## src/verilog/sori_pkg.sv

```systemverilog
package sori_pkg;

  // ****************************************************************
  // clock and timing
  // ****************************************************************
  localparam int unsigned CLK_HZ          = 50000000;
  localparam int unsigned CLK_PERIOD_NS   = 20;
  localparam int unsigned SEC_CYCLES      = CLK_HZ;
  // restart button: valid press longer than 200 ms, shorter than 5 s
  localparam int unsigned RES_MIN_MS      = 200;
  localparam int unsigned RES_MAX_MS      = 5000;
  localparam int unsigned RES_MIN_CYCLES  =
    (RES_MIN_MS * 1000 + CLK_PERIOD_NS - 1) / CLK_PERIOD_NS * 1000;
  localparam int unsigned RES_MAX_CYCLES  =
    RES_MAX_MS * 1000 / CLK_PERIOD_NS * 1000;
  // yellow lamp flash half period
  localparam int unsigned FLASH_MS        = 250;
  localparam int unsigned FLASH_CYCLES    =
    FLASH_MS * 1000 / CLK_PERIOD_NS * 1000;
  localparam int unsigned CNT_W           = 32;

  // ****************************************************************
  // register map (byte addresses)
  // ****************************************************************
  localparam logic [7:0] ADDR_CTRL   = 8'h00;
  localparam logic [7:0] ADDR_DELAY  = 8'h04;
  localparam logic [7:0] ADDR_RESP   = 8'h08;
  localparam logic [7:0] ADDR_STAT   = 8'h0c;
  localparam logic [7:0] ADDR_IRQST  = 8'h10;
  localparam logic [7:0] ADDR_IRQCLR = 8'h14;
  localparam logic [7:0] ADDR_IRQEN  = 8'h18;

  // control fields
  localparam int unsigned CTRL_TEST_BIT  = 0;
  localparam int unsigned CTRL_MODE_LSB  = 1;
  localparam int unsigned CTRL_OUTS_LSB  = 3;
  localparam int unsigned CTRL_W         = 5;
  localparam logic [4:0]  CTRL_RST       = 5'h19;

  // restart modes
  localparam logic [1:0] MODE_IMMED  = 2'h0;
  localparam logic [1:0] MODE_DELAY  = 2'h1;
  localparam logic [1:0] MODE_BUTTON = 2'h2;
  // output selection
  localparam logic [1:0] OUTS_A      = 2'h1;
  localparam logic [1:0] OUTS_B      = 2'h2;
  localparam logic [1:0] OUTS_BOTH   = 2'h3;

  localparam logic [7:0]  DELAY_RST  = 8'h01;
  localparam logic [15:0] RESP_RST   = 16'h0001;

  // interrupt events
  localparam int unsigned EV_READY   = 0;
  localparam int unsigned EV_TRIP    = 1;
  localparam int unsigned EV_RESFLT  = 2;
  localparam int unsigned EV_FBFLT   = 3;
  localparam int unsigned EV_W       = 4;

  // ****************************************************************
  // interlock states
  // ****************************************************************
  typedef enum logic [4:0] {
    ST_TEST  = 5'b00001,
    ST_WAIT  = 5'b00010,
    ST_HOLD  = 5'b00100,
    ST_BTN   = 5'b01000,
    ST_ON    = 5'b10000
  } sori_state_type;

endpackage : sori_pkg

```

## src/verilog/sori_tick.sv

```systemverilog
`timescale 1ns/1ps
// divider: one pulse per period, restarts while held in reset
module sori_tick
  import sori_pkg::*;
#(
  parameter int unsigned PERIOD = SEC_CYCLES
)(
  input  wire logic i_clk,
  input  wire logic i_sys_rst,
  output logic      o_tick
);

  typedef struct packed {
    logic [CNT_W-1:0] cnt;
    logic             tick;
  } sori_tick_type;

  sori_tick_type st_ff;
  sori_tick_type nxt_st;

  // ****************************************************************
  // divider
  // ****************************************************************
  always_comb
  begin
    nxt_st      = st_ff;
    nxt_st.tick = 1'b0;
    if (st_ff.cnt >= CNT_W'(PERIOD - 1))
    begin
      nxt_st.cnt  = '0;
      nxt_st.tick = 1'b1;
    end
    else
    begin
      nxt_st.cnt = st_ff.cnt + 1'b1;
    end
  end

  always_ff @(posedge i_clk)
  begin
    if (i_sys_rst)
      st_ff <= '0;
    else
      st_ff <= nxt_st;
  end

  assign o_tick = st_ff.tick;

endmodule : sori_tick

```

## src/verilog/sori_top.sv

```systemverilog
// The implementer's own choices: the AHB-Lite register port and the address map.
`timescale 1ns/1ps
module sori_top
  import sori_pkg::*;
#(
  parameter int unsigned SEC_DIV   = SEC_CYCLES,
  parameter int unsigned RES_MIN   = RES_MIN_CYCLES,
  parameter int unsigned RES_MAX   = RES_MAX_CYCLES,
  parameter int unsigned FLASH_DIV = FLASH_CYCLES
)(
  input  wire logic        i_clk,
  input  wire logic        i_sys_rst,
  // ahb-lite slave
  input  wire logic        i_hsel,
  input  wire logic [7:0]  i_haddr,
  input  wire logic [1:0]  i_htrans,
  input  wire logic        i_hwrite,
  input  wire logic [2:0]  i_hsize,
  input  wire logic [31:0] i_hwdata,
  input  wire logic        i_hready,
  output logic [31:0]      o_hrdata,
  output logic             o_hreadyout,
  output logic             o_hresp,
  // sensors: field free, one bit per sensor
  input  wire logic [1:0]  i_field_free,
  // sensors used by the first monitoring case(s)
  input  wire logic [1:0]  i_case_sensors,
  input  wire logic        i_restart_input,
  input  wire logic        i_contactor_feedback,
  output logic             o_safety_output_a,
  output logic             o_safety_output_b,
  output logic [1:0]       o_red,
  output logic [1:0]       o_green,
  output logic [1:0]       o_yellow,
  output logic             o_ready,
  output logic             o_irq
);

  typedef struct packed {
    sori_state_type      state;
    logic [CTRL_W-1:0]   ctrl;
    logic [7:0]          delay;
    logic [15:0]         resp;
    logic [1:0]          act;      // sensors under test
    logic [1:0]          seen;     // intrusion seen per sensor
    logic                ready;
    logic [15:0]         wait_cnt;
    logic [CNT_W-1:0]    res_cnt;
    logic                res_prev;
    logic                res_ok;
    logic [CNT_W-1:0]    fl_cnt;
    logic                fl;
    logic [EV_W-1:0]     irq_st;
    logic [EV_W-1:0]     irq_en;
    logic                dph;      // data phase pending
    logic                dwr;
    logic [7:0]          daddr;
    logic [31:0]         rdata;
    logic                armed;    // tested sensors latched
  } sori_top_type;

  sori_top_type st_ff;
  sori_top_type nxt_st;
  logic         sec_tick;
  logic         sec_clr;

  // restarted outside an unbroken free hold, so a whole second
  // always passes before the first delay step
  sori_tick #(
    .PERIOD (SEC_DIV)
  ) u_sec (
    .i_clk     (i_clk),
    .i_sys_rst (sec_clr),
    .o_tick    (sec_tick)
  );

  // ****************************************************************
  // combinational next state
  // ****************************************************************
  logic       all_free;
  logic       outs_on;
  logic [1:0] mode;
  logic [1:0] outs;
  logic [EV_W-1:0] ev;
  logic       addr_ph;

  always_comb
  begin
    nxt_st   = st_ff;
    mode     = st_ff.ctrl[CTRL_MODE_LSB +: 2];
    outs     = st_ff.ctrl[CTRL_OUTS_LSB +: 2];
    all_free = &(i_field_free | ~st_ff.act);
    outs_on  = (st_ff.state == ST_ON);
    ev       = '0;

    // restart input: pulse length checked on release
    nxt_st.res_prev = i_restart_input;
    nxt_st.res_ok   = 1'b0;
    if (i_restart_input)
    begin
      if (st_ff.res_cnt != '1)
        nxt_st.res_cnt = st_ff.res_cnt + 1'b1;
    end
    else
    begin
      nxt_st.res_cnt = '0;
    end
    if (st_ff.res_prev && !i_restart_input)
    begin
      if (st_ff.res_cnt > CNT_W'(RES_MIN) &&
          st_ff.res_cnt < CNT_W'(RES_MAX))
        nxt_st.res_ok = 1'b1;
      else
        ev[EV_RESFLT] = 1'b1;
    end
    // held beyond the longest valid press
    if (i_restart_input && st_ff.res_cnt == CNT_W'(RES_MAX))
      ev[EV_RESFLT] = 1'b1;
    // feedback belongs to output a only; b alone must not fault
    if (outs_on && outs[0] && i_contactor_feedback)
      ev[EV_FBFLT] = 1'b1;

    // yellow flash divider
    if (st_ff.fl_cnt >= CNT_W'(FLASH_DIV - 1))
    begin
      nxt_st.fl_cnt = '0;
      nxt_st.fl     = ~st_ff.fl;
    end
    else
    begin
      nxt_st.fl_cnt = st_ff.fl_cnt + 1'b1;
    end

    // interlock sequence
    unique case (st_ff.state)
      ST_TEST:
      begin
        // each tested sensor: intrusion, then free again
        nxt_st.seen = st_ff.seen | (st_ff.act & ~i_field_free);
        if (&(st_ff.seen | ~st_ff.act) && all_free)
        begin
          nxt_st.state    = ST_WAIT;
          nxt_st.wait_cnt = st_ff.resp;
        end
      end
      ST_WAIT:
      begin
        // response time in clock cycles before enabling
        if (!all_free)
          nxt_st.wait_cnt = st_ff.resp;
        else if (st_ff.wait_cnt > 16'h0001)
          nxt_st.wait_cnt = st_ff.wait_cnt - 1'b1;
        else if (mode == MODE_DELAY)
        begin
          nxt_st.state    = ST_HOLD;
          nxt_st.wait_cnt = {8'h00, st_ff.delay};
        end
        else if (mode == MODE_BUTTON)
          nxt_st.state = ST_BTN;
        else
          nxt_st.state = ST_ON;
      end
      ST_HOLD:
      begin
        if (!all_free)
          nxt_st.wait_cnt = {8'h00, st_ff.delay};
        else if (st_ff.wait_cnt == 16'h0000)
          nxt_st.state = ST_ON;
        else if (sec_tick)
          nxt_st.wait_cnt = st_ff.wait_cnt - 1'b1;
      end
      ST_BTN:
      begin
        if (!all_free)
          nxt_st.state = ST_WAIT;
        else if (st_ff.res_ok)
          nxt_st.state = ST_ON;
      end
      ST_ON:
      begin
        if (!all_free)
        begin
          nxt_st.state    = ST_WAIT;
          nxt_st.wait_cnt = st_ff.resp;
          ev[EV_TRIP]     = 1'b1;
        end
      end
      default:
      begin
        nxt_st.state = ST_TEST;
      end
    endcase

    // tested sensors come from the first active case, latched once
    if (!st_ff.armed)
    begin
      nxt_st.armed = 1'b1;
      nxt_st.act   = (i_case_sensors == 2'b00) ? 2'b01
                                                : i_case_sensors;
    end
    // test disabled: skip straight to the restart stage
    if (st_ff.state == ST_TEST && !st_ff.ctrl[CTRL_TEST_BIT])
    begin
      nxt_st.state    = ST_WAIT;
      nxt_st.wait_cnt = st_ff.resp;
    end

    if (st_ff.state != ST_ON && nxt_st.state == ST_ON && !st_ff.ready)
    begin
      nxt_st.ready = 1'b1;
      ev[EV_READY] = 1'b1;
    end

    // ahb-lite: address phase capture, data phase in next cycle
    addr_ph = i_hsel && i_hready && i_htrans[1];
    nxt_st.dph = addr_ph;
    if (addr_ph)
    begin
      nxt_st.dwr   = i_hwrite;
      nxt_st.daddr = i_haddr;
      unique case (i_haddr)
        ADDR_CTRL:   nxt_st.rdata = {27'h0, st_ff.ctrl};
        ADDR_DELAY:  nxt_st.rdata = {24'h0, st_ff.delay};
        ADDR_RESP:   nxt_st.rdata = {16'h0, st_ff.resp};
        ADDR_STAT:   nxt_st.rdata = {22'h0, st_ff.ready, st_ff.seen,
                                     st_ff.act, st_ff.state};
        ADDR_IRQST:  nxt_st.rdata = {28'h0, st_ff.irq_st};
        ADDR_IRQEN:  nxt_st.rdata = {28'h0, st_ff.irq_en};
        default:     nxt_st.rdata = 32'h0000_0000;
      endcase
    end

    // interrupt status: set wins over clear
    if (st_ff.dph && st_ff.dwr && st_ff.daddr == ADDR_IRQCLR)
      nxt_st.irq_st = st_ff.irq_st & ~i_hwdata[EV_W-1:0];
    nxt_st.irq_st = nxt_st.irq_st | ev;

    if (st_ff.dph && st_ff.dwr)
    begin
      unique case (st_ff.daddr)
        ADDR_CTRL:  nxt_st.ctrl   = i_hwdata[CTRL_W-1:0];
        ADDR_DELAY: nxt_st.delay  = i_hwdata[7:0];
        ADDR_RESP:  nxt_st.resp   = i_hwdata[15:0];
        ADDR_IRQEN: nxt_st.irq_en = i_hwdata[EV_W-1:0];
        default:    nxt_st.irq_en = st_ff.irq_en;
      endcase
    end
  end

  // ****************************************************************
  // state register
  // ****************************************************************
  always_ff @(posedge i_clk)
  begin
    if (i_sys_rst)
    begin
      st_ff          <= '0;
      st_ff.state    <= ST_TEST;
      st_ff.ctrl     <= CTRL_RST;
      st_ff.delay    <= DELAY_RST;
      st_ff.resp     <= RESP_RST;
      st_ff.act      <= 2'b01;
      st_ff.res_prev <= 1'b0;
    end
    else
    begin
      st_ff <= nxt_st;
    end
  end

  // ****************************************************************
  // outputs
  // ****************************************************************
  // an output only goes live when selected and interlock is on
  assign o_safety_output_a = (st_ff.state == ST_ON) && outs[0];
  assign o_safety_output_b = (st_ff.state == ST_ON) && outs[1];
  assign o_green  = {o_safety_output_b, o_safety_output_a};
  assign o_red    = ~o_green;
  assign o_yellow = (st_ff.state == ST_BTN) ?
                    (outs & {2{st_ff.fl}}) : 2'b00;
  assign o_ready  = st_ff.ready;
  assign o_irq    = |(st_ff.irq_st & st_ff.irq_en);
  assign o_hrdata    = st_ff.rdata;
  assign o_hreadyout = 1'b1;
  assign o_hresp     = 1'b0;
  // seconds divider runs only while holding with every tested field free
  assign sec_clr = i_sys_rst || (st_ff.state != ST_HOLD) || !all_free;

endmodule : sori_top
```

## config.mk

```make
export PLATFORM = sky130hd
export DESIGN_NAME = sori_top
export DESIGN_NICKNAME = d
export VERILOG_FILES = /design/src/verilog/sori_pkg.sv /design/src/verilog/sori_tick.sv /design/src/verilog/sori_top.sv
export SDC_FILE = /design/constraint.sdc
export NUM_CORES = 1
export LEC_CHECK = 0
export ABC_CLOCK_PERIOD_IN_PS = 3500
export BUFFER_PORTS_ARGS = -buffer_cell sky130_fd_sc_hd__buf_2
export CORE_MARGIN = 3
export CORE_UTILIZATION = 59
export CTS_CLUSTER_SIZE = 16
export DETAILED_ROUTE_END_ITERATION = 10
export PLACE_DENSITY_LB_ADDON = 0.2
export SYNTH_ARGS = -nofsm -noshare
export SYNTH_HDL_FRONTEND = slang
export SYNTH_SLANG_ARGS = --single-unit
```

## constraint.sdc

```tcl
create_clock -name i_clk -period 3.5 [get_ports i_clk]
set_input_delay 0.525 -clock i_clk [delete_from_list [all_inputs] [get_ports i_clk]]
set_output_delay 0.525 -clock i_clk [all_outputs]
set_load 0.005 [all_outputs]
```

# Yosys cells after proc, flatten, opt, wreduce, memory -nomap -nowiden
# Index checks and enable logic that the tools add are counted.
# totals
out_inout_bits,44
reg_bits,190
# op_classes
mux,36
n_reduce_logical,37
addsub,4
bitwise,15
n_eq_ne,26
n_lt_le_gt_ge,5
# ops
op,n
two-way mux 16 bit,9
"adder 32 x 1 -> 32 bit, second input constant",3
case mux 16 bit (6 select lines),1
case mux 16 bit (4 select lines),1
two-way mux 5 bit,11
"equality test 32 x 28 -> 1 bit, second input constant",1
"equality test 8 x 5 -> 1 bit, second input constant",4
"greater-or-equal comparator 32 x 24 -> 1 bit, second input constant",1
"greater-or-equal comparator 32 x 26 -> 1 bit, second input constant",1
"greater-than comparator 32 x 24 -> 1 bit, second input constant",1
"< comparator 32 x 28 -> 1 bit, second input constant",1
"!= test 32 bit, second input constant",1
case mux 5 bit (5 select lines),1
"equality test 8 x 4 -> 1 bit, second input constant",3
"equality test 8 x 3 -> 1 bit, second input constant",2
"greater-than comparator 16 x 1 -> 1 bit, second input constant",1
zero test 16 bit,1
zero test 8 bit,2
"subtractor 16 x 1 -> 16 bit, second input constant",1
logical AND 1 bit,14
AND reduction 2 bit,6
"equality test 5 bit, second input constant",2
two-way mux 1 bit,10
"!= test 5 bit, second input constant",2
other kinds (26),43

# Depth between registers and ports, before layout
# logic_depth
ltp_word,12
depth_mapped,9
mapped_depth_nobuf,8

# Cells and area by module
# Synthesis repeated with hierarchy kept, for this count alone.
# unflattened
hier_cells,1116
hier_area_um2,9650.5
# by_module_without_submodules
mod,area_each_um2,cells_each,n_inst,seq_area_each_um2
sori_top,8129.0,958,1,3143.0
sori_tick,1521.5,158,1,660.6

# Least setup slack after synthesis
# OpenSTA, ideal clock, no wires.
# synth_path
path_kind,register to register
start,register st_ff[124] in the netlist's numbering
end,register st_ff (netlist bit o_ready)
required_time_ns,3.430
setup_ns,0.070
t_arrival_ns,2.538
path_slack_ns,0.892
n_path_buf,2
stages_incl_launch_ff,9
path_cell_list,dfxtp_1 buf_6 or4_4 or4_4 buf_6 o32ai_2 a41oi_1 or4b_1 o2bb2ai_1
# synth_between
elab_chain_cells,8
elab_cells_between_ends,11
classes_between,order compare: 1; eq/ne: 1; mux: 6; reduce/logical: 3
# synth_lines
item,line_no,text
"start, declared",sori_top.sv:62,sori_top_type st_ff;
"start signal, assigned",sori_top.sv:267,st_ff <= nxt_st;
greater-than comparator 16 x 1 -> 1 bit / zero test 16 bit (equally long branches),"sori_top.sv:151, sori_top.sv:167",
"two-way mux 5 bit, on equally long branches","sori_top.sv:151, sori_top.sv:167",
"two-way mux 5 bit, on equally long branches","sori_top.sv:149, sori_top.sv:165",
case mux 5 bit (5 select lines) (*),sori_top.sv:135,unique case (st_ff.state)
two-way mux 5 bit (*),sori_top.sv:202,if (st_ff.state == ST_TEST && !st_ff.ctrl[CTRL_TEST_BIT])
equality test 5 bit (*),sori_top.sv:208,if (st_ff.state != ST_ON && nxt_st.state == ST_ON && !st_ff.ready)
logical AND 1 bit (*) (2 in a row),sori_top.sv:208,
# Mark *: on every way between the ends. The rest lies on a longest branch, timed or not.
# A chain may end at the register's enable or synchronous reset.

# Final worst setup path
# layout_path
start,register st_ff[124] in the netlist's numbering
end,register st_ff[121] in the netlist's numbering
# layout_between
elab_chain_cells,5
elab_cells_between_ends,9
classes_between,order compare: 1; eq/ne: 2; mux: 4; reduce/logical: 2
# layout_lines
item,line_no,text
greater-than comparator 16 x 1 -> 1 bit,sori_top.sv:151,else if (st_ff.wait_cnt > 16'h0001)
two-way mux 16 bit,sori_top.sv:151,
two-way mux 16 bit,sori_top.sv:149,if (!all_free)
case mux 16 bit (4 select lines),sori_top.sv:135,
two-way mux 16 bit,sori_top.sv:202,
# Several ways; a longest one is shown, not always the timed one.

==> flow_summary.html <==
<table>
<tr><th>Metric</th><th>Value</th></tr>
<tr><th colspan="2">Detailed routing</th></tr>
<tr><td>Number of routed nets with antenna violations</td><td>0</td></tr>
<tr><td>Final routed DRC violation total</td><td>0</td></tr>
<tr><td>Mean number of vias per cell</td><td>5.88</td></tr>
<tr><td>Initial DRT Pass Iterations</td><td>5</td></tr>
<tr><td>DR WL/cell</td><td>roughly 16 µm</td></tr>
<tr><td>DR vias</td><td>just over 8000</td></tr>
<tr><td>Drt initial violations</td><td>around 620</td></tr>
<tr><td>Total wirelength of the detailed-routed design</td><td>between 20000 and 25000 µm</td></tr>
<tr><th colspan="2">Clocking</th></tr>
<tr><td>Number of CTS-inserted buffers</td><td>17</td></tr>
<tr><td>Number of buffers between clock root and the deepest sink</td><td>2</td></tr>
<tr><td>Post-CTS setup buffer count</td><td>0</td></tr>
<tr><td>TritonCTS clock tree</td><td>built</td></tr>
<tr><td>Clock latency on the worst-skew pair</td><td>roughly 0.43 ns</td></tr>
<tr><td>H-Tree Depth</td><td>4</td></tr>
<tr><td>Root buffer cell</td><td>clkbuf_16</td></tr>
<tr><td>Cells resized by post-CTS repair</td><td>0</td></tr>
<tr><td>Count of clock tree sinks</td><td>190</td></tr>
<tr><td>Total of hold buffers inserted after clock tree synthesis</td><td>0</td></tr>
<tr><td>Worst-path clk slew</td><td>approximately 0.07 ns</td></tr>
<tr><th colspan="2">Logic synthesis</th></tr>
<tr><td>Number of enable-type register cells in the synthesized netlist</td><td>0</td></tr>
<tr><td>Prevailing post-synth register cell</td><td>dfxtp_1</td></tr>
<tr><td>Simple-gate portion of the synthesized area</td><td>between 20% and 30%</td></tr>
<tr><td>Number of instances in the synthesized netlist</td><td>about 1100</td></tr>
<tr><td>Area of the mapped netlist</td><td>a little over 9000 µm²</td></tr>
<tr><td>Area share of fa/ha/maj cells after synthesis</td><td>~1.1%</td></tr>
<tr><td>Cell with the most instances after synthesis</td><td>dfxtp_1</td></tr>
<tr><td>Synthesized-area fraction occupied by ao, oa, aoi and oai cells</td><td>between 10% and 20%</td></tr>
<tr><td>Post-synthesis register bit count</td><td>190</td></tr>
<tr><td>Distinct cell type count after synthesis</td><td>about 70</td></tr>
<tr><td>Leading post-synthesis cells by instance count</td><td>dfxtp_1 (190), nor2_1 (130), nand2_1 (118)</td></tr>
<tr><td>Combinational family with the most area after synthesis</td><td>simple AND/OR/NAND/NOR gates</td></tr>
<tr><td>Proportion of synthesized flip-flops having asynchronous set or reset</td><td>0%</td></tr>
<tr><td>Cell accounting for the most synthesized area</td><td>dfxtp_1</td></tr>
<tr><td>Post-synthesis xor/xnor area fraction</td><td>around 6.7%</td></tr>
<tr><td>Mux contribution to synthesized area</td><td>under 10%</td></tr>
<tr><td>Dominant cells by area after synthesis</td><td>dfxtp_1 (41%), nor2_1 (5.2%), nand2_1 (4.7%), xnor2_1 (3.8%), a21oi_1 (3.8%)</td></tr>
<tr><td>Count of yosys warnings during synthesis</td><td>0</td></tr>
<tr><td>Fraction of synthesized cell area taken by the top area cell type</td><td>between 40% and 50%</td></tr>
<tr><td>Sequential fraction of the synthesis area</td><td>40.7%</td></tr>
<tr><td>Post-Syn Area per Cell</td><td>8.31 µm²</td></tr>
<tr><th colspan="2">Critical path</th></tr>
<tr><td>Count of buffer and inverter cells on the critical path</td><td>0</td></tr>
<tr><td>Startpoint of the worst-slack reg-to-reg timing path</td><td>st_ff[124]$_SDFFE_PP0P_</td></tr>
<tr><td>Category of the worst setup path capture point</td><td>flop</td></tr>
<tr><td>Worst setup path startpoint</td><td>st_ff[124]$_SDFFE_PP0P_</td></tr>
<tr><td>Critical-path maximum fanout</td><td>12</td></tr>
<tr><td>Worst Path Required</td><td>about 3.8 ns</td></tr>
<tr><td>Cell-by-cell trace of the critical path</td><td>or4_4, or4_4, nor4_1, o21a_1, nor2_1, a311oi_1</td></tr>
<tr><td>Cell family with the largest share of critical-path delay</td><td>simple AND/OR/NAND/NOR gates</td></tr>
<tr><td>Most frequent CP cell</td><td>or4_4</td></tr>
<tr><td>Crit-path slowest cell</td><td>or4_4</td></tr>
<tr><td>Kind of launch point of the worst setup path</td><td>flop</td></tr>
<tr><td>Data arrival time at the worst-slack endpoint</td><td>3.31 ns</td></tr>
<tr><td>Crit path kind</td><td>flop to flop</td></tr>
<tr><td>Maximum cell stage delay along the critical path</td><td>about 0.6 ns</td></tr>
<tr><th colspan="2">Placed design</th></tr>
<tr><td>GP Congestion</td><td>0.932</td></tr>
<tr><td>Buffers added on ports</td><td>61</td></tr>
<tr><td>Cell count after placement</td><td>roughly 1300</td></tr>
<tr><td>DP Wirelength</td><td>15200 µm</td></tr>
<tr><th colspan="2">Timing</th></tr>
<tr><td>Number of max-slew violations in the final report</td><td>0</td></tr>
<tr><td>Relative slew margins</td><td>under 10%</td></tr>
<tr><td>Fin. Hold Viols</td><td>0</td></tr>
<tr><td>Total setup violations reported at the end of the flow</td><td>0</td></tr>
<tr><td>Post-Route Skew</td><td>0.00715 ns</td></tr>
<tr><td>Final TNS setup</td><td>0 ns</td></tr>
<tr><td>Least-Margin Pin Slew</td><td>1.39 ns</td></tr>
<tr><td>Final critical-path required period</td><td>around 3 ns</td></tr>
<tr><td>Final critical-path share of the clock period</td><td>a little under nine tenths</td></tr>
<tr><td>Fmax</td><td>approximately 0.34 GHz</td></tr>
<tr><td>Setup repair after global routing missed its margin</td><td>false</td></tr>
<tr><th colspan="2">Final layout</th></tr>
<tr><td>Final-stage net count</td><td>roughly 1200</td></tr>
<tr><td>Antenna Cells</td><td>0</td></tr>
<tr><td>Filler cells</td><td>between 1000 and 1500</td></tr>
<tr><td>Non-filler instance count after layout</td><td>between 1000 and 1500</td></tr>
<tr><td>Fraction of layout cells with a size suffix above 1</td><td>a little under an eighth</td></tr>
<tr><td>Area overhead of the layout relative to synthesis</td><td>8.97%</td></tr>
<tr><th colspan="2">Pwr</th></tr>
<tr><td>Comb power frac</td><td>8.8%</td></tr>
<tr><td>Pwr per Cell Area</td><td>451 nW/µm²</td></tr>
<tr><td>Sw Share</td><td>approximately a quarter</td></tr>
<tr><td>Pleak</td><td>between 3 and 4 nW</td></tr>
<tr><td>Net switching power of the design</td><td>~0.0012 W</td></tr>
<tr><td>Total power after layout</td><td>~0.0046 W</td></tr>
<tr><td>Int Power</td><td>around 0.0034 W</td></tr>
<tr><td>Largest vdd supply drop</td><td>roughly 0.36 mV</td></tr>
<tr><td>Flop pwr share</td><td>48.4%</td></tr>
<tr><td>Clock power frac</td><td>between 40% and 50%</td></tr>
<tr><th colspan="2">Floorplanning</th></tr>
<tr><td>Num ports</td><td>100</td></tr>
<tr><td>Overall die width</td><td>approximately 130 µm</td></tr>
<tr><td>Initial core utilization</td><td>around 61%</td></tr>
<tr><td>Count of standard-cell rows</td><td>between 40 and 50</td></tr>
<tr><td>Core region area</td><td>around 15000 µm²</td></tr>
<tr><td>Area enclosed by the die boundary</td><td>about 17000 µm²</td></tr>
<tr><td>Height of the die</td><td>between 100 and 150 µm</td></tr>
<tr><th colspan="2">Status</th></tr>
<tr><td>Status</td><td>completed</td></tr>
<tr><th colspan="2">Global routing</th></tr>
<tr><td>Sum of overflow across all layers after global routing</td><td>0</td></tr>
<tr><td>Largest net degree at the start of global routing</td><td>58</td></tr>
<tr><td>All-Layer GR Usage</td><td>around a quarter</td></tr>
<tr><td>Number of global-route vias before repair</td><td>~7200</td></tr>
<tr><td>Antenna violations before repair</td><td>0</td></tr>
<tr><td>Wire length of the first global-routing pass</td><td>35500 µm</td></tr>
<tr><th colspan="2">Worst hold path</th></tr>
<tr><td>Source of the worst hold timing path</td><td>i_hwdata[12]</td></tr>
<tr><td>Class of the tightest hold or removal check</td><td>primary input to flop</td></tr>
<tr><th colspan="2">Run</th></tr>
<tr><td>Max-cap viol count</td><td>0</td></tr>
</table>
==> sequential cells by signal (all words and copies together) (netlist names) <==
signal and flops:
mode 2, o_hrdata 16, o_ready 1, outs 2
st_ff 136, u_sec.o_tick 1, u_sec.st_ff 32
==> metal layers <==
layer,GRT usage (%),part of all wire (%)
met2,39.0,48
met1,33.5,45
met3,4.73,6.3
met5,0,0
met4,7.23,1.3
==> metrics by stage <==
stage	area, µm²	utilization (%)	worst slack, ns	hold WS, ns
2_1_floorplan	9460	-	0.892	0.432
3_3_place_gp	9580	62.3	0.602	0.444
3_5_place_dp	9580	62.3	0.579	0.443
4_1_cts	10200	66.3	0.554	0.316
5_1_grt	10200	66.3	0.335	0.333
6_report	10200	66.3	0.525	0.332
==> final timing paths <==
| kind | cells after the start | slack [ns] | end |
|---|---|---|---|
| max | 6 | 0.52 | st_ff[121]$_SDFFE_PP0P_ |
| min | 3 | 0.33 | st_ff[151]$_SDFFE_PP0P_ |
| max reg2reg | 6 | 0.52 | st_ff[121]$_SDFFE_PP0P_ |
| min reg2reg | 2 | 0.45 | o_hrdata[9]$_SDFFE_PP0P_ |
==> cell usage in the layout (no fill, tap or decap), drive strengths merged, types with 30 or more instances in the layout <==
| cell | count |
|---|---|
| a21oi | 71 |
| buf | 74 |
| conb | 32 |
| dfxtp | 190 |
| nand2 | 119 |
| nand3 | 41 |
| nor2 | 131 |
| nor3 | 65 |
| o21ai | 36 |
| xnor2 | 41 |
| xor2 | 30 |
==> cells by family after synthesis <==
family / after synthesis
AOI/OAI and AO/OA: 225
adders and majority gates: 8
buffers and inverters: 116
muxes: 32
DFF: 190
and+or+nand+nor: 480
other: 2
xor gates and xnor gates: 71
==> area by class of cell <==
class                           instances  area, µm²  share of cell area [%]
Multi-Input combinational cell        848       5040                    49.5
Sequential cell                       190       3800                    37.4
Clock buffer                           17        425                    4.18
Timing Repair Buffer                   74        403                    3.96
Tap cell                              211        264                    2.59
Clock inverter                         15        175                    1.72
Inverter                               20       75.1                   0.737
==> worst min-delay path: cells and delay by family <==
| family | cells | cell delay [ns] |
|---|---|---|
| compound gates | 1 | 0.05 |
| buf+inv | 1 | 0.09 |
| simple gates | 1 | 0.04 |
==> power groups by stage <==
stage	logic [W]	registers, W	clock network, W
3_5_place_dp	0.000395	0.00227	0
4_1_cts	0.000398	0.00222	0.00200
3_3_place_gp	0.000393	0.00227	0
6_report	0.000405	0.00222	0.00196
2_1_floorplan	0.000312	0.00226	0
5_1_grt	0.000444	0.00223	0.00209
Power figures use the tool's default switching activity.
